$ cat config.mk
export PLATFORM = sky130hd
export DESIGN_NAME = sssm_top
export DESIGN_NICKNAME = d
export VERILOG_FILES = /design/src/rtl/sssm_pkg.sv /design/src/rtl/sssm_unit_if.sv /design/src/rtl/sssm_unit_mode.sv /design/src/rtl/sssm_top.sv
export VERILOG_INCLUDE_DIRS = /design/src /design/src/rtl
export SDC_FILE = /design/constraint.sdc
export NUM_CORES = 1
export LEC_CHECK = 0
export BUFFER_PORTS_ARGS = -buffer_cell sky130_fd_sc_hd__buf_2
export CAP_MARGIN = 20
export CORE_MARGIN = 8
export CORE_UTILIZATION = 45
export DETAILED_ROUTE_END_ITERATION = 8
export PLACE_DENSITY = 0.62
export SETUP_SLACK_MARGIN = 0.4
export SKIP_CTS_REPAIR_TIMING = 1
export SKIP_LAST_GASP = 1
export SYNTH_ARGS = -nofsm -noshare
export SYNTH_HDL_FRONTEND = slang
export SYNTH_SLANG_ARGS = --single-unit
$ cat constraint.sdc
create_clock -name clk_sys -period 3.7 [get_ports clk_sys]
set_clock_uncertainty 0.05 [all_clocks]
set_input_delay 0.555 -clock clk_sys [delete_from_list [all_inputs] [get_ports clk_sys]]
set_output_delay 0.555 -clock clk_sys [all_outputs]
set_load 0.005 [all_outputs]
$ cat src/rtl/sssm_defines.svh
// Constants for the supply supervisor low-power mode block.
// Assumes a 200 MHz system clock; included by bare name.
`ifndef SSSM_DEFINES_SVH
`define SSSM_DEFINES_SVH

// =============================================
// Timing
`define SSSM_CLK_PERIOD_PS      5000
`define SSSM_FAST_DLY_NS        2000
`define SSSM_SLOW_DLY_NS        150000
`define SSSM_WAKE_GUARD_NS      1000
`define SSSM_FAST_DLY_CYC       ((`SSSM_FAST_DLY_NS * 1000) / `SSSM_CLK_PERIOD_PS)
`define SSSM_SLOW_DLY_CYC       ((`SSSM_SLOW_DLY_NS * 1000) / `SSSM_CLK_PERIOD_PS)
`define SSSM_WAKE_GUARD_CYC     ((`SSSM_WAKE_GUARD_NS * 1000) / `SSSM_CLK_PERIOD_PS)
`define SSSM_CNT_W              16
`define SSSM_CNT_ZERO           16'h0000

// =============================================
// Unit state codes (off, normal, full performance)
`define SSSM_ST_W               2
`define SSSM_ST_OFF             2'h0
`define SSSM_ST_NORM            2'h1
`define SSSM_ST_FULL            2'h2

`endif

$ cat src/rtl/sssm_pkg.sv
// Types for the supply supervisor low-power mode block.
// Assumes nothing of its surroundings.
package sssm_pkg;
  // =============================================
  // Power mode of the core
  typedef enum logic [1:0] {
    SSSM_ACTIVE,
    SSSM_SLEEP,
    SSSM_WAKING
  } sssm_pwr_t;

  // =============================================
  // Configuration of one supervisor or monitor
  typedef struct packed {
    logic enable;
    logic lpmKeep;
    logic fullPerf;
  } sssm_unit_cfg_t;
endpackage

$ cat src/rtl/sssm_unit_if.sv
// Interface carrying one unit's configuration and resolved state.
// Assumes the package has been compiled first.
`timescale 1ns/100ps
interface sssm_unit_if;
  sssm_pkg::sssm_unit_cfg_t cfg;      // Unit configuration
  logic                     autoCtl;  // Automatic control for the side
  logic                     deepLpm;  // Core in sleep level two to four
  logic [1:0]               state;    // Resolved unit state
  modport ctl  (output cfg, output autoCtl, output deepLpm, input state);
  modport unit (input cfg, input autoCtl, input deepLpm, output state);
endinterface

$ cat src/rtl/sssm_unit_mode.sv
// Resolves the operating state of one supervisor or monitor.
// Assumes the controller drives the configuration through the interface.
`timescale 1ns/100ps
`include "sssm_defines.svh"
module sssm_unit_mode (
  // Unit side of the carrier
  sssm_unit_if.unit u
);
  // =============================================
  // Mode table
  // Enable low keeps the unit off everywhere
  always_comb begin
    if (!u.cfg.enable) begin
      u.state = `SSSM_ST_OFF;
    end else if (!u.deepLpm) begin
      u.state = u.cfg.fullPerf ? `SSSM_ST_FULL : `SSSM_ST_NORM;
    end else if (!u.cfg.lpmKeep) begin
      u.state = `SSSM_ST_OFF;
    end else if (!u.autoCtl) begin
      u.state = u.cfg.fullPerf ? `SSSM_ST_FULL : `SSSM_ST_NORM;
    end else begin
      // Automatic: normal only from full performance
      u.state = u.cfg.fullPerf ? `SSSM_ST_NORM : `SSSM_ST_OFF;
    end
  end
endmodule

$ cat src/rtl/sssm_top.sv
// Supply supervisor mode selection and low-power entry control.
// Assumes synchronous inputs on clk_sys at 200 MHz; software drives config pins.
// Operation
// - Fast wake when low supervisor and monitor off or full
// - Full-performance clear selects slow 150 us wake
// - Interrupt within 1 us of entry wakes
// - Sleep entry by request or interrupt return
// - External, power or soft reset clears hang
// - High automatic control turns normal monitor off asleep
// - Overvoltage enable makes monitor raise reset
// - Hazard flagged for fast wake plus high off
// - Full-performance settling delay lasts 2 us
// - Normal settling delay lasts 150 us
`timescale 1ns/100ps
`include "sssm_defines.svh"
module sssm_top (
  // Clock and reset
  input  wire logic                    clk_sys,
  input  wire logic                    nrst,
  input  wire logic                    softReset,
  // Low side control
  input  wire sssm_pkg::sssm_unit_cfg_t lowSupervisorCfg,
  input  wire sssm_pkg::sssm_unit_cfg_t lowMonitorCfg,
  input  wire logic                    lowSideAutoControl,
  input  wire logic                    lowSideWrite,
  // High side control
  input  wire sssm_pkg::sssm_unit_cfg_t highSupervisorCfg,
  input  wire sssm_pkg::sssm_unit_cfg_t highMonitorCfg,
  input  wire logic                    highSideAutoControl,
  input  wire logic                    highSideWrite,
  input  wire logic                    overvoltageProtectEnable,
  input  wire logic                    overvoltageDetect,
  // Core sleep control
  input  wire logic                    sleepRequest,
  input  wire logic                    isrReturnSleep,
  input  wire logic                    wakeInterrupt,
  // Status
  output logic                         lowSideSettlingFlag,
  output logic                         highSideSettlingFlag,
  output logic                         fastWakeMode,
  output logic                         hangHazard,
  output logic                         deepSleep,
  output logic                         wakeDone,
  output logic [`SSSM_ST_W-1:0]        lowSupervisorState,
  output logic [`SSSM_ST_W-1:0]        lowMonitorState,
  output logic [`SSSM_ST_W-1:0]        highSupervisorState,
  output logic [`SSSM_ST_W-1:0]        highMonitorState,
  output logic                         powerOnResetReq
);
  // =============================================
  // Helpers
  // Settling length for a side: 2 us when any enabled unit is full, else 150 us
  function automatic logic [`SSSM_CNT_W-1:0] settleLen(input logic full);
    settleLen = full ? `SSSM_CNT_W'(`SSSM_FAST_DLY_CYC)
                     : `SSSM_CNT_W'(`SSSM_SLOW_DLY_CYC);
  endfunction

  // =============================================
  // Unit mode resolution
  sssm_unit_if lowSupIf ();   // Low side supervisor
  sssm_unit_if lowMonIf ();   // Low side monitor
  sssm_unit_if highSupIf ();  // High side supervisor
  sssm_unit_if highMonIf ();  // High side monitor
  logic inDeep;               // Core in deep sleep level

  assign lowSupIf.cfg      = lowSupervisorCfg;
  assign lowSupIf.autoCtl  = lowSideAutoControl;
  assign lowSupIf.deepLpm  = inDeep;
  assign lowMonIf.cfg      = lowMonitorCfg;
  assign lowMonIf.autoCtl  = lowSideAutoControl;
  assign lowMonIf.deepLpm  = inDeep;
  assign highSupIf.cfg     = highSupervisorCfg;
  assign highSupIf.autoCtl = highSideAutoControl;
  assign highSupIf.deepLpm = inDeep;
  assign highMonIf.cfg     = highMonitorCfg;
  assign highMonIf.autoCtl = highSideAutoControl;
  assign highMonIf.deepLpm = inDeep;

  sssm_unit_mode uLowSup  (.u(lowSupIf));
  sssm_unit_mode uLowMon  (.u(lowMonIf));
  sssm_unit_mode uHighSup (.u(highSupIf));
  sssm_unit_mode uHighMon (.u(highMonIf));

  // =============================================
  // Combinational decode of wake mode and hazard
  logic fastWake;   // Low side gives fast wake
  logic highToOff;  // High side goes normal to off on entry
  always_comb begin
    // Fast unless a low unit is enabled in normal performance
    fastWake = !((lowSupervisorCfg.enable && !lowSupervisorCfg.fullPerf) ||
                 (lowMonitorCfg.enable && !lowMonitorCfg.fullPerf));
    // Normal unit dropped on entry: supervisor not kept or under auto control, monitor under auto control
    highToOff = (highSupervisorCfg.enable && !highSupervisorCfg.fullPerf &&
                 (!highSupervisorCfg.lpmKeep || highSideAutoControl)) ||
                (highMonitorCfg.enable && !highMonitorCfg.fullPerf &&
                 highSideAutoControl);
  end

  // =============================================
  // Settling counters per side
  logic [`SSSM_CNT_W-1:0] lowCnt_reg, lowCnt_next;    // Low side settle count
  logic [`SSSM_CNT_W-1:0] highCnt_reg, highCnt_next;  // High side settle count
  logic                   lowFull, highFull;          // Any full unit on side
  always_comb begin
    lowFull  = (lowSupervisorCfg.enable && lowSupervisorCfg.fullPerf) ||
               (lowMonitorCfg.enable && lowMonitorCfg.fullPerf);
    highFull = (highSupervisorCfg.enable && highSupervisorCfg.fullPerf) ||
               (highMonitorCfg.enable && highMonitorCfg.fullPerf);
    lowCnt_next  = lowCnt_reg;
    highCnt_next = highCnt_reg;
    // A write restarts the delay; otherwise count down to zero
    if (lowSideWrite) begin
      lowCnt_next = settleLen(lowFull);
    end else if (lowCnt_reg != `SSSM_CNT_ZERO) begin
      lowCnt_next = lowCnt_reg - `SSSM_CNT_W'(1);
    end
    if (highSideWrite) begin
      highCnt_next = settleLen(highFull);
    end else if (highCnt_reg != `SSSM_CNT_ZERO) begin
      highCnt_next = highCnt_reg - `SSSM_CNT_W'(1);
    end
  end

  // =============================================
  // Power mode sequencer
  sssm_pkg::sssm_pwr_t    pwr_reg, pwr_next;        // Core power mode
  logic [`SSSM_CNT_W-1:0] wakeCnt_reg, wakeCnt_next; // Wake mask count
  logic [`SSSM_CNT_W-1:0] guard_reg, guard_next;     // Time since entry
  logic                   wakeDone_next;
  logic                   por_next;
  assign inDeep = (pwr_reg == sssm_pkg::SSSM_SLEEP);
  always_comb begin
    pwr_next      = pwr_reg;
    wakeCnt_next  = wakeCnt_reg;
    guard_next    = guard_reg;
    wakeDone_next = 1'b0;
    // Overvoltage while the monitor is alive raises power-on reset
    por_next = overvoltageProtectEnable && overvoltageDetect &&
               (highMonIf.state != `SSSM_ST_OFF);
    case (pwr_reg)
      sssm_pkg::SSSM_ACTIVE: begin
        // Entry by code request or after an interrupt routine
        if (sleepRequest || isrReturnSleep) begin
          pwr_next   = sssm_pkg::SSSM_SLEEP;
          guard_next = `SSSM_CNT_W'(`SSSM_WAKE_GUARD_CYC);
        end
      end
      sssm_pkg::SSSM_SLEEP: begin
        if (guard_reg != `SSSM_CNT_ZERO) begin
          guard_next = guard_reg - `SSSM_CNT_W'(1);
        end
        // Wakes on every interrupt, even inside the first 1 us
        if (wakeInterrupt) begin
          pwr_next     = sssm_pkg::SSSM_WAKING;
          wakeCnt_next = settleLen(fastWake);
        end
      end
      sssm_pkg::SSSM_WAKING: begin
        if (wakeCnt_reg == `SSSM_CNT_ZERO) begin
          pwr_next      = sssm_pkg::SSSM_ACTIVE;
          wakeDone_next = 1'b1;
        end else begin
          wakeCnt_next = wakeCnt_reg - `SSSM_CNT_W'(1);
        end
      end
      default: pwr_next = sssm_pkg::SSSM_ACTIVE;
    endcase
  end

  // =============================================
  // State registers
  // Soft reset also returns a stuck sleep state to active
  always_ff @(posedge clk_sys or negedge nrst) begin
    if (!nrst) begin
      pwr_reg     <= sssm_pkg::SSSM_ACTIVE;
      wakeCnt_reg <= `SSSM_CNT_ZERO;
      guard_reg   <= `SSSM_CNT_ZERO;
      lowCnt_reg  <= `SSSM_CNT_ZERO;
      highCnt_reg <= `SSSM_CNT_ZERO;
      wakeDone    <= 1'b0;
      powerOnResetReq <= 1'b0;
    end else if (softReset) begin
      pwr_reg     <= sssm_pkg::SSSM_ACTIVE;
      wakeCnt_reg <= `SSSM_CNT_ZERO;
      guard_reg   <= `SSSM_CNT_ZERO;
      lowCnt_reg  <= `SSSM_CNT_ZERO;
      highCnt_reg <= `SSSM_CNT_ZERO;
      wakeDone    <= 1'b0;
      powerOnResetReq <= 1'b0;
    end else begin
      pwr_reg     <= pwr_next;
      wakeCnt_reg <= wakeCnt_next;
      guard_reg   <= guard_next;
      lowCnt_reg  <= lowCnt_next;
      highCnt_reg <= highCnt_next;
      wakeDone    <= wakeDone_next;
      powerOnResetReq <= por_next;
    end
  end

  // =============================================
  // Registered status outputs
  // Registered so every output comes from a flip-flop; settle flags and deepSleep use next values, the rest lag one cycle
  always_ff @(posedge clk_sys or negedge nrst) begin
    if (!nrst) begin
      lowSideSettlingFlag  <= 1'b0;
      highSideSettlingFlag <= 1'b0;
      fastWakeMode         <= 1'b0;
      hangHazard           <= 1'b0;
      deepSleep            <= 1'b0;
      lowSupervisorState   <= `SSSM_ST_OFF;
      lowMonitorState      <= `SSSM_ST_OFF;
      highSupervisorState  <= `SSSM_ST_OFF;
      highMonitorState     <= `SSSM_ST_OFF;
    end else begin
      // Software polls these before deep sleep
      // Soft reset masks them so they agree with the cleared counters
      lowSideSettlingFlag  <= !softReset && (lowCnt_next != `SSSM_CNT_ZERO);
      highSideSettlingFlag <= !softReset && (highCnt_next != `SSSM_CNT_ZERO);
      fastWakeMode         <= fastWake;
      hangHazard           <= fastWake && highToOff;
      // Soft reset drops sleep in the same edge as the sequencer
      deepSleep            <= !softReset && (pwr_next == sssm_pkg::SSSM_SLEEP);
      lowSupervisorState   <= lowSupIf.state;
      lowMonitorState      <= lowMonIf.state;
      highSupervisorState  <= highSupIf.state;
      highMonitorState     <= highMonIf.state;
    end
  end
endmodule

# After elaboration in Yosys (flattened, before gate mapping)

Index checks and enable logic that the tools add are counted.

Bits in registers: 65
Latch bits: 0
Memory bits (writable): 0
ROM bits: 0
Bits of input ports: 24
Output and inout bits: 15
Word-level logic and storage cells: 107
Memories kept: 0

$add $sub $neg: 3
Multiply operators: 0
Div/mod/pow operators: 0
Magnitude comparators: 0
Equal/unequal tests: 5
Shift-type cells: 0
Muxes and demuxes: 46
Bitwise logic cells: 0
Reduce and logical (&&, ||, !) cells: 38

Operator list:

| operator                                                             | count |
|---|---|
| 16-bit two-way mux                                                   | 9 |
| 16-bit nonzero test                                                  | 4 |
| 2-bit two-way mux                                                    | 24 |
| 16-bit by 1-bit subtractor with 16-bit output, second input constant | 3 |
| 15-bit two-way mux                                                   | 3 |
| 16-bit one-hot mux with 2 select lines                               | 1 |
| 1-bit logical AND                                                    | 16 |
| 16-bit logical NOT                                                   | 1 |
| 1-bit two-way mux                                                    | 8 |
| 1-bit logical NOT                                                    | 7 |
| 1-bit logical OR                                                     | 6 |
| 3-bit inequality test, second input constant                         | 2 |
| 2-bit one-hot mux with 3 select lines                                | 1 |
| 2-bit by 1-bit == test with 1-bit output, second input constant      | 2 |
| 3-bit AND reduction                                                  | 1 |
| 3-bit nonzero test                                                   | 1 |
| 2-bit == test, second input constant                                 | 1 |
| 2-bit logical NOT                                                    | 1 |
| 2-bit nonzero test                                                   | 1 |

# Longest topological paths before layout

Gate-level depths: netlist of run 1.

Word-level depth: 8
Gate-level depth with buffers: 11
Mapped depth without buffers: 8

# Modules after synthesis

Synthesis of run 1 repeated with hierarchy kept, for this count alone.

Cells, all modules: 426
Area, all modules: 3971.3 um^2

Modules (own cells, without submodules):

| module         | instances | cells an instance | area each (um^2) | sequential area each (um^2) |
|---|---|---|---|---|
| sssm_top       | 1         | 394               | 3766.1           | 1626.6 |
| sssm_unit_mode | 4         | 8                 | 51.3             | 0.0 |

# Worst setup path after synthesis of run 1

No wires, ideal clock.

Kind: register to register
From: register lowCnt_reg[10]
To: register lowSideSettlingFlag
Setup time: 0.124 ns
Data arrival time: 2.403 ns
Required time: 3.526 ns
Setup slack: 1.123 ns
Cell stages (with the launch flop): 10
Path buffers: 3
Period minus slack after synthesis: 2.577 ns
Path through: dfrtp_1 > buf_6 > or4_4 > or4b_1 > buf_2 > or2_1 > buf_6 > nor3_2 > a31oi_1 > o31a_1

Longest elaborated chain between the ends: 5
Elaborated cells on any way between the ends: 6
Those cells by class: add/sub (1); mux (2); reduce/logical (3)

Ends and longest elaborated chain:

| element                                                                                     | RTL line        | text |
|---|---|---|
| start, declared                                                                             | sssm_top.sv:101 | `` logic [`SSSM_CNT_W-1:0] lowCnt_reg, lowCnt_next; `` |
| start signal, assigned                                                                      | sssm_top.sv:178 | `` lowCnt_reg <= `SSSM_CNT_ZERO; `` |
| start signal, assigned                                                                      | sssm_top.sv:186 | `` lowCnt_reg <= `SSSM_CNT_ZERO; `` |
| start signal, assigned                                                                      | sssm_top.sv:194 | `lowCnt_reg <= lowCnt_next;` |
| 16-bit by 1-bit subtractor with 16-bit output / 16-bit nonzero test (equally long branches) | --              |  |
| 16-bit two-way mux (*)                                                                      | sssm_top.sv:114 | `` end else if (lowCnt_reg != `SSSM_CNT_ZERO) begin `` |
| 16-bit two-way mux (*)                                                                      | sssm_top.sv:112 | `if (lowSideWrite) begin` |
| 16-bit nonzero test (no source line) (*)                                                    | --              |  |
| 1-bit logical AND (*)                                                                       | sssm_top.sv:218 | `` lowSideSettlingFlag <= !softReset && (lowCnt_next != `SSSM_CNT_ZERO); `` |
| end signal, assigned                                                                        | sssm_top.sv:218 |  |
| end, declared                                                                               | sssm_top.sv:38  | `output logic lowSideSettlingFlag,` |

Every way passes the cells marked *; elsewhere a longest branch is shown, timed or not.
A chain may end at the register's enable or synchronous reset.

# Worst setup path after layout of run 1

From: register wakeCnt_reg[6]
To: register wakeCnt_reg[1]

Longest elaborated chain between the ends: 3

Ends and longest elaborated chain:

| element                                | RTL line        | text |
|---|---|---|
| start, declared                        | sssm_top.sv:127 | `` logic [`SSSM_CNT_W-1:0] wakeCnt_reg, wakeCnt_next; `` |
| start signal, assigned                 | sssm_top.sv:176 | `` wakeCnt_reg <= `SSSM_CNT_ZERO; `` |
| start signal, assigned                 | sssm_top.sv:184 | `` wakeCnt_reg <= `SSSM_CNT_ZERO; `` |
| start signal, assigned                 | sssm_top.sv:192 | `wakeCnt_reg <= wakeCnt_next;` |
| 16-bit logical NOT (no source line)    | --              |  |
| 3-bit inequality test (no source line) | --              |  |
| 3-bit AND reduction (no source line)   | --              |  |

No other way between the ends.

==> results of run 1 <==
==> Yosys cell counts, drive strengths merged, types with 4 or more instances <==
cell type,number
dfrtp,65
nor2,52
a21oi,43
nand2,27
nor3,26
inv,24
nand3,21
o21ai,20
clkbuf,14
xnor2,14
ha,10
o31ai,9
xor2,8
nor4,7
or3,7
a31oi,6
buf,6
nand4,6
nand2b,5
o21a,5
or4,5
a211oi,4
nand3b,4
nor3b,4
==> cells in the final DEF (no fill, tap or decap), types with 4 or more instances in the layout <==
master	count
o21ai_0	20
xor2_1	8
nand3b_1	4
dfrtp_1	65
a211oi_1	4
buf_2	38
nor3b_1	4
nor4_1	6
nand2_1	27
inv_1	24
o31ai_1	9
nor3_1	25
a31oi_1	6
clkbuf_8	9
nand3_1	20
or3_1	7
a21oi_1	43
xnor2_1	14
or4_1	4
ha_1	10
nor2_1	52
nand4_1	6
o21a_1	5
nand2b_1	5
buf_4	8
==> kinds of logic after synthesis <==
family / Yosys count / share of synthesized area, %
AOI/OAI and AO/OA: 111 / 18.2
xor gates and xnor gates: 22 / 5.03
muxes: 2 / 0.523
DFF: 65 / 42.5
buffers and inverters: 44 / 4.84
adders and majority gates: 10 / 3.27
and+or+nand+nor: 186 / 25.7
==> layout make-up <==
cell class	instances	area, um^2	area share (%)
Timing Repair Buffer	46	250	5.80
Multi-Input combinational cell	331	2020	46.7
Clock inverter	7	78.8	1.83
Tap cell	105	131	3.04
Clock buffer	9	124	2.87
Inverter	24	90.1	2.09
Sequential cell	65	1630	37.7
==> path summary, 6_finish.rpt <==
kind | from | end | slack (ps)
worst max-delay path | wakeCnt_reg[6] | wakeCnt_reg[1] | 720
worst min-delay path | nrst | lowSupervisorState[1] | 210
worst max register to register | wakeCnt_reg[6] | wakeCnt_reg[1] | 720
worst min register to register | wakeCnt_reg[15] | wakeCnt_reg[15] | 470
max in group asynchronous | nrst | wakeCnt_reg[7] | 2660
min in group clk_sys | overvoltageProtectEnable | powerOnResetReq | 390
==> metrics by stage <==
step           hold WS, ps  total power, mW  worst slack [ps]  std cells  cell area (um^2)
6_report               211             1.99               716        587              4320
5_1_grt                271             2.12               430        587              4320
4_1_cts                236             2.01               744        587              4320
3_5_place_dp           455             1.38               756        571              4110
3_3_place_gp           447             1.37               861        571              4110
2_1_floorplan          209             1.23              1120        440              3830
==> routing by layer <==
layer,up-vias,routed length (um),track usage (%)
li1,1668,-,-
met1,1611,4480,22.4
met2,86,4170,25.6
met3,14,442,3.57
met4,0,124,7.73
met5,-,0,0
==> power groups by stage <==
stage	combinational (mW)	sequential, mW	clock, mW
after floorplan	0.406	0.822	0
after global placement	0.527	0.846	0
after detailed placement	0.534	0.846	0
after CTS	0.538	0.833	0.643
after global routing	0.611	0.846	0.668
final	0.539	0.835	0.620
==> worst max-delay path: cells and delay by family, from the launching register on <==
kind	cells	cell delay (ps)
AND/OR/NAND/NOR	3	940
AO/OA/AOI/OAI	3	1180
buffers and inverters	1	270
flip-flops	1	400
==> out/metrics.yaml, run 1 <==
status: "completed"
first_global_vias: 3338
ys_async_sr_fraction_pct: 100
utilization_pct: 52.5
max_freq_ghz: 0.335
layout.nets: 511
setup-violations-final: 0
ys_warn_count: 0
drive_gt1_share_pct: 14.3
antenna_left: 0
yosysSeqAreaShare_pct: 42.5
synth-edff-count: 0
wl_per_cell_um: 15.7
num_vias: 3379
rsz0062_at_grt: "no"
gr-total-overflow: 0
arrival_ps: 3130
io_pins: 39
syn_area_um2: 3830
powerDensity_nw_per_um2: 462
slew_headroom_pct: 24.5
netlist_instances: 440
synth_top_area_cell: "dfrtp_1"
synth_flop_cell: "dfrtp_1"
slew_viol_final: 0
clkTransAtPathRegs_ps: 80
antenna_found_initial: 0
max_stage_delay_ps: 670
tns_ps: 0
hold_viol_final: 0
p_leak_nw: 1.94
pwr-share-clk_pct: 31.1
synthTopCellsByArea: "dfrtp_1 (42%), a21oi_1 (5.6%), nor2_1 (5.1%), ha_1 (3.3%), nor3_1 (3.3%)"
area_delta_synth_final_pct: 12.8
crit_required_ps: 3840
cts_root_buffer: "clkbuf_8"
grt_max_degree: 38
grt_usage_pct: 16.8
viasPerCell: 5.76
cp-start-kind: "flip-flop"
postSynthAreaPerCell_um2: 8.70
period_needed_ps: 2980
synth_fp_nets: 474
p_sw_mw: 0.692
grt_pass1_wl_mm: 16.0
synth_top_cell_area_share_pct: 42.5
ys_types: 58
cts-buffers-inserted: 9
pwr-share-seq_pct: 41.9
cp_slowest_cell: "a21oi_1"
core-area_um2: 8220
critPathKind: "reg2reg"
diodes: 0
port_buffers: 38
p_int_mw: 1.30
cp_max_fo: 10
dr.first_iter.drc_count: 132
dp_hpwl_mm: 6.63
ir_drop_mv: 0.224
drc_errors: 0
cp-end-kind: "flip-flop"
rows: 33
crit_chain: "or3_1 > nor3_1 > a31oi_1 > a21oi_1 > buf_4 > or3_1 > a21oi_1"
start_util_pct: 46.6
die_area_um2: 11700
routed_wl_mm: 9.22
fillers: 780
cts_tree: "yes"
hold_class: "in2async"
die-width_um: 108
period_share_pct: 80.7
power.share.combinational_pct: 27.1
reg2reg_depth: 7
sw_frac_of_total_pct: 34.7
clock_sinks: 65
firstDrtPassIters: 4
clk_path_buf_depth: 2
synth_seq_cells: 65
cap_viol_max_count: 0
place_congestion: 0.866
tightest_slew_ps: 1120
chipHeight_um: 108
clkLatencyLatePin_ps: 350
htreeDepth: 3
(Power assumes the default switching activity.)
==> run 2: changes to the inputs <==
--- a/config.mk
+++ b/config.mk
@@ -6,12 +6,13 @@
 export SDC_FILE = /design/constraint.sdc
 export NUM_CORES = 1
 export LEC_CHECK = 0
+export ABC_AREA = 1
 export BUFFER_PORTS_ARGS = -buffer_cell sky130_fd_sc_hd__buf_2
 export CAP_MARGIN = 20
 export CORE_MARGIN = 8
 export CORE_UTILIZATION = 45
 export DETAILED_ROUTE_END_ITERATION = 8
-export PLACE_DENSITY = 0.62
+export PLACE_DENSITY = 0.61
 export SETUP_SLACK_MARGIN = 0.4
 export SKIP_CTS_REPAIR_TIMING = 1
 export SKIP_LAST_GASP = 1
==> constraint.sdc (replaced) <==
create_clock -name clk_sys -period 2.8 [get_ports clk_sys]
set_clock_uncertainty 0.05 [all_clocks]
set_input_delay 0.42 -clock clk_sys [delete_from_list [all_inputs] [get_ports clk_sys]]
set_output_delay 0.42 -clock clk_sys [all_outputs]
set_load 0.005 [all_outputs]
==> out/metrics.yaml, run 2 <==
status: "completed"  # unchanged
ir_drop_mv: 0.375  # was 0.224 mV
hold_viol_final: 0  # unchanged
synth_top_area_cell: "dfrtp_1"  # unchanged
synthTopCellsByArea: "dfrtp_1 (40%), nand2_1 (14%), nor2_1 (9.0%), nand3_1 (5.3%), inv_1 (5.2%)"  # was dfrtp_1 (42%), a21oi_1 (5.6%), nor2_1 (5.1%), ha_1 (3.3%), nor3_1 (3.3%)
sw_frac_of_total_pct: 34.6  # was 34.7%
layout.nets: 647  # was 511
num_vias: 3688  # was 3379
io_pins: 39  # unchanged
pwr-share-seq_pct: 39.0  # was 41.9%
chipHeight_um: 111  # was 108 um
die-width_um: 111  # was 108 um
viasPerCell: 5.06  # was 5.76
fin_area_um2: 4630  # was 4320 um^2
slew_viol_final: 0  # unchanged
cts_tree: "yes"  # unchanged
tns_ps: 0  # unchanged
port_buffers: 38  # unchanged
pwr-share-clk_pct: 32.6  # was 31.1%
die_area_um2: 12400  # was 11700 um^2
grt_pass1_wl_mm: 17.0  # was 16.0 mm
place_congestion: 0.851  # was 0.866
wl_per_cell_um: 13.4  # was 15.7 um
area_delta_synth_final_pct: 13.0  # was 12.8%
postSynthAreaPerCell_um2: 7.20  # was 8.70 um^2
start_util_pct: 45.4  # was 46.6%
hold_class: "in2async"  # unchanged
powerDensity_nw_per_um2: 595  # was 462 nW/um^2
fin_ws_ps: 755  # was 716 ps
core-area_um2: 9020  # was 8220 um^2
htreeDepth: 3  # unchanged
first_global_vias: 3622  # was 3338
rows: 35  # was 33
antenna_found_initial: 0  # unchanged
firstDrtPassIters: 7  # was 4
final_cells: 729  # was 587
p_int_mw: 1.80  # was 1.30 mW
clkTransAtPathRegs_ps: 70  # was 80 ps
dr.first_iter.drc_count: 115  # was 132
cts_root_buffer: "clkbuf_8"  # unchanged
synth_top_cell_area_share_pct: 39.7  # was 42.5%
grt_max_degree: 38  # unchanged
period_needed_ps: 2050  # was 2980 ps
clk_path_buf_depth: 2  # unchanged
netlist_instances: 569  # was 440
p_sw_mw: 0.951  # was 0.692 mW
cap_viol_max_count: 0  # unchanged
utilization_pct: 51.3  # was 52.5%
antenna_left: 0  # unchanged
final_common_cell: "nand2_1"  # was dfrtp_1
synth-edff-count: 0  # unchanged
synth_commonest_cells: "nand2_1 (149), nor2_1 (98), dfrtp_1 (65), inv_1 (57), nand3_1 (43)"  # was dfrtp_1 (65), nor2_1 (52), a21oi_1 (43), nand2_1 (27), nor3_1 (25)
final_cell_mix: "nand2_1 (149), nor2_1 (98), dfrtp_1 (65)"  # was dfrtp_1 (65), nor2_1 (52), a21oi_1 (43)
period_share_pct: 73.0  # was 80.7%
routed_wl_mm: 9.81  # was 9.22 mm
clkLatencyLatePin_ps: 340  # was 350 ps
ys_async_sr_fraction_pct: 100  # unchanged
drive_gt1_share_pct: 17.2  # was 14.3%
cp-start-kind: "flip-flop"  # unchanged
synth_seq_cells: 65  # unchanged
setup-violations-final: 0  # unchanged
critPathKind: "reg2reg"  # unchanged
max_freq_ghz: 0.489  # was 0.335 GHz
drc_errors: 0  # unchanged
cts-buffers-inserted: 9  # unchanged
cp_max_fo: 5  # was 10
gr-total-overflow: 0  # unchanged
cp-end-kind: "flip-flop"  # unchanged
arrival_ps: 2210  # was 3130 ps
slew_headroom_pct: 67.6  # was 24.5%
r2r-end: "lowSideSettlingFlag"  # was wakeCnt_reg[1]
pre_cts_ws_ps: 804  # was 756 ps
ys_warn_count: 0  # unchanged
synth_fp_nets: 603  # was 474
rsz0062_at_grt: "no"  # unchanged
diodes: 0  # unchanged
tightest_slew_ps: 486  # was 1120 ps
yosys.cell_count.top_type: "nand2_1"  # was dfrtp_1
reg2reg_slack_ps: 750  # was 720 ps
place_area_um2: 4410  # was 4110 um^2
dp_cells: 713  # was 571
r2r_start: "lowCnt_reg[0]"  # was wakeCnt_reg[6]
crit_required_ps: 2960  # was 3840 ps
power.share.combinational_pct: 28.4  # was 27.1%
grt_usage_pct: 16.4  # was 16.8%
reg2reg_depth: 11  # was 7
p_leak_nw: 2.46  # was 1.94 nW
clock_sinks: 65  # unchanged
ys_types: 39  # was 58
syn_area_um2: 4100  # was 3830 um^2
dp_hpwl_mm: 7.31  # was 6.63 mm
synth_flop_cell: "dfrtp_1"  # unchanged
yosysSeqAreaShare_pct: 39.7  # was 42.5%
fillers: 905  # was 780
[run 2: logic make-up (layout without fill, tap and decap cells)]
kind of cell / after synthesis / count (layout) / synth area share, %
xor gates and xnor gates: 10 / 10 / 2.14
AOI/OAI and AO/OA: 53 / 53 / 7.64
DFF: 65 / 65 / 39.7
adders and majority gates: 10 / 10 / 3.06
buffers and inverters: 73 / 122 / 7.27
and+or+nand+nor: 358 / 358 / 40.2
[run 2: critical path, cell delays in order, from the launching register on]
cell,delay [ps]
dfrtp_1,380
inv_1,160
ha_1,260
inv_1,60
nor2_1,240
nor2_1,80
o21ai_1,190
nand3_1,90
nor3_1,170
nand3_1,90
nor2_1,100
nor2_1,50
[run 2: layout make-up]
type	count	area [um^2]	share of cell area, %
clock inverter	5	78.8	1.70
tap	111	139	3.00
timing repair buffer	44	235	5.08
multi-input combinational	431	2170	46.9
inverter	62	235	5.08
clock buffer	11	141	3.06
sequential	65	1630	35.2
[run 2: how the worst max path moves through the flow]
stage	from	end	slack (ps)	cells past startpoint
floorplan	lowCnt_reg[0]	lowSideSettlingFlag	1100	11
global placement	lowCnt_reg[0]	lowSideSettlingFlag	820	13
detailed placement	lowCnt_reg[0]	lowSideSettlingFlag	800	11
CTS	lowCnt_reg[0]	lowSideSettlingFlag	770	11
global route	lowCnt_reg[0]	lowSideSettlingFlag	560	11
finish	lowCnt_reg[0]	lowSideSettlingFlag	750	11
[run 2: power groups by stage]
stage	sequential, mW	combinational, mW	clock [mW]
2_1_floorplan	1.08	0.593	0
3_3_place_gp	1.09	0.771	0
5_1_grt	1.08	0.896	0.961
6_report	1.07	0.782	0.897
4_1_cts	1.07	0.784	0.917
3_5_place_dp	1.09	0.778	0
[run 2: metal layers]
metal | part of all wire, % | GRT usage (%)
met5 | 0 | 0
met4 | 1.6 | 5.96
met3 | 4.0 | 3.71
met2 | 47 | 26.8
met1 | 48 | 20.7
[run 2: stage by stage]
step	hold WS, ps	total power [mW]
floorplan	74.4	1.67
global placement	424	1.86
detailed placement	421	1.87
CTS	53.5	2.77
global route	65.4	2.94
finish	43.9	2.75
==> run 3: changes to the inputs <==
==> constraint.sdc (replaced) <==
create_clock -name clk_sys -period 2 [get_ports clk_sys]
set_clock_uncertainty 0.05 [all_clocks]
set_input_delay 0.3 -clock clk_sys [delete_from_list [all_inputs] [get_ports clk_sys]]
set_output_delay 0.3 -clock clk_sys [all_outputs]
set_load 0.005 [all_outputs]
==> out/metrics.yaml, run 3 (same netlist as run 2, synthesis figures left out) <==
antenna_found_initial: 0  # unchanged
fin_area_um2: 5250  # was 4630 um^2
slew_viol_final: 0  # unchanged
htreeDepth: 3  # unchanged
clock_sinks: 65  # unchanged
seq_area_um2: 1640  # was 1630 um^2
clkLatencyLatePin_ps: 350  # was 340 ps
tns_ps: 0  # unchanged
drc_errors: 0  # unchanged
critPathKind: "reg2reg"  # unchanged
drive_gt1_share_pct: 33.0  # was 17.2%
hold_viol_final: 0  # unchanged
diodes: 0  # unchanged
fillers: 825  # was 905
core-area_um2: 9020  # unchanged
period_needed_ps: 1820  # was 2050 ps
crit_chain: "nor2_4 > nand2_4 > nor2_4 > nand2_2 > buf_4 > nand2_1 > nand3_1 > nand3_2 > nor2_2 > nand3_1 > nor2_1 > nor2_1"  # was inv_1 > ha_1 > inv_1 > nor2_1 > nor2_1 > o21ai_1 > nand3_1 > nor3_1 > nand3_1 > nor2_1 > nor2_1
dr.first_iter.drc_count: 146  # was 115
routed_wl_mm: 11.1  # was 9.81 mm
cp-start-kind: "flip-flop"  # unchanged
dr_wl_met2_mm: 5.37  # was 4.59 mm
final_common_cell: "nand2_1"  # unchanged
powerDensity_nw_per_um2: 769  # was 595 nW/um^2
cts_tree: "yes"  # unchanged
place_area_um2: 4460  # was 4410 um^2
start_util_pct: 45.4  # unchanged
rows: 35  # unchanged
first_global_vias: 3600  # was 3622
hp-start: "highSupervisorCfg[1]"
grt_max_degree: 66  # was 38
crit_required_ps: 2230  # was 2960 ps
cap_viol_max_count: 0  # unchanged
r2r_start: "highCnt_reg[5]"  # was lowCnt_reg[0]
path_delay_family: "simple AND/OR/NAND/NOR gates"  # unchanged
io_pins: 39  # unchanged
cp_slowest_cell: "dfrtp_2"  # was dfrtp_1
clkTransAtPathRegs_ps: 80  # was 70 ps
dp_hpwl_mm: 7.57  # was 7.31 mm
met3_length_um: 429  # was 395 um
hold_class: "in2reg"  # was in2async
cp_max_fo: 5  # unchanged
grt_usage_pct: 16.5  # was 16.4%
period_share_pct: 91.1  # was 73.0%
firstDrtPassIters: 4  # was 7
chipHeight_um: 111  # unchanged
gr-total-overflow: 0  # unchanged
hold_path_depth: 2
viasPerCell: 5.17  # was 5.06
area_delta_synth_final_pct: 28.1  # was 13.0%
layout.nets: 678  # was 647
die_area_um2: 12400  # unchanged
worstPathBufferInverterCount: 1  # was 2
cts_root_buffer: "clkbuf_8"  # unchanged
place_congestion: 0.885  # was 0.851
p_leak_nw: 2.69  # was 2.46 nW
rsz0062_at_grt: "yes"  # was no
setup-violations-final: 0  # unchanged
holdWs_ps: 108  # was 43.9 ps
status: "completed"  # unchanged
hold_end: "hangHazard"
grt_pass1_wl_mm: 17.2  # was 17.0 mm
antenna_left: 0  # unchanged
r2r-end: "highSideSettlingFlag"  # was lowSideSettlingFlag
top_layer_used: "met4"  # unchanged
arrival_ps: 2050  # was 2210 ps
routedLengthMet1_mm: 5.11  # was 4.66 mm
multi_input_area_um2: 2570  # was 2170 um^2
cts-buffers-inserted: 9  # unchanged
cp-end-kind: "flip-flop"  # unchanged
reg2reg_depth: 12  # was 11
die-width_um: 111  # unchanged
slew_headroom_pct: 71.6  # was 67.6%
wl_per_cell_um: 14.6  # was 13.4 um
port_buffers: 38  # unchanged
ir_drop_mv: 0.332  # was 0.375 mV
final_cell_mix: "nand2_1 (137), nor2_1 (74), dfrtp_1 (54)"  # was nand2_1 (149), nor2_1 (98), dfrtp_1 (65)
max_stage_delay_ps: 460  # was 380 ps
num_vias: 3926  # was 3688
tightest_slew_ps: 415  # was 486 ps
max_freq_ghz: 0.549  # was 0.489 GHz
clk_path_buf_depth: 2  # unchanged
reg2reg_slack_ps: 180  # was 750 ps
[run 3: cell types whose count changed in the layout (fill, tap and decap cells not counted), sizes merged]
| cell | change |
|---|---|
| buf | +28 |
| bufinv | -2 |
| clkbuf | -2 |
| clkinv | -1 |
| clkinvlp | +2 |
| dlygate4sd3 | +1 |
| inv | +3 |
| nand2 | +1 |
| nor2 | +1 |
[run 3: power breakdown]
group | leakage (nW) | internal (mW) | total, mW | switching [mW]
clock | 0.0862 | 0.460 | 1.05 | 0.588
combinational | 1.75 | 0.570 | 1.45 | 0.884
sequential | 0.848 | 1.41 | 1.53 | 0.117
[run 3: final cells by class]
| cell class | instances | area share (%) |
|---|---|---|
| clock buffers | 9 | 2.36 |
| clock inverters | 7 | 1.05 |
| inverters | 62 | 4.63 |
| multi-input cells | 433 | 49.1 |
| flip-flops and latches | 65 | 31.3 |
| well taps | 111 | 2.65 |
| repair buffers | 73 | 8.99 |
[run 3: worst max-delay path by stage]
stage | start | slack, ps | cells after the start | end
floorplan | lowCnt_reg[0] | 400 | 11 | lowSideSettlingFlag
global placement | lowCnt_reg[4] | 160 | 10 | lowSideSettlingFlag
detailed placement | lowCnt_reg[4] | 80 | 10 | lowSideSettlingFlag
CTS | lowCnt_reg[4] | 50 | 10 | lowSideSettlingFlag
global route | highCnt_reg[5] | 30 | 10 | highSideSettlingFlag
finish | highCnt_reg[5] | 180 | 12 | highSideSettlingFlag
[run 3: worst reg2reg max path: cells and delay by family, from the launching register on]
family | cells | cell delay [ps]
buffers and inverters | 1 | 140
flip-flops | 1 | 460
AND/OR/NAND/NOR | 11 | 1100
[run 3: through the flow]
stage	util [%]	total power, mW	setup WS (ps)	std cells
after floorplan	-	2.35	400	569
after detailed placement	49.4	2.65	84.8	714
after CTS	51.4	3.72	54.4	730
after global placement	49.4	2.63	159	714
after global routing	58.2	4.29	33.6	760
final	58.2	4.03	177	760
[run 3: per-layer routing]
metal | up-vias | GRT usage, %
met3 | 14 | 3.06
li1 | 1973 | -
met4 | 0 | 5.42
met5 | - | 0
met2 | 76 | 26.9
met1 | 1863 | 21.6
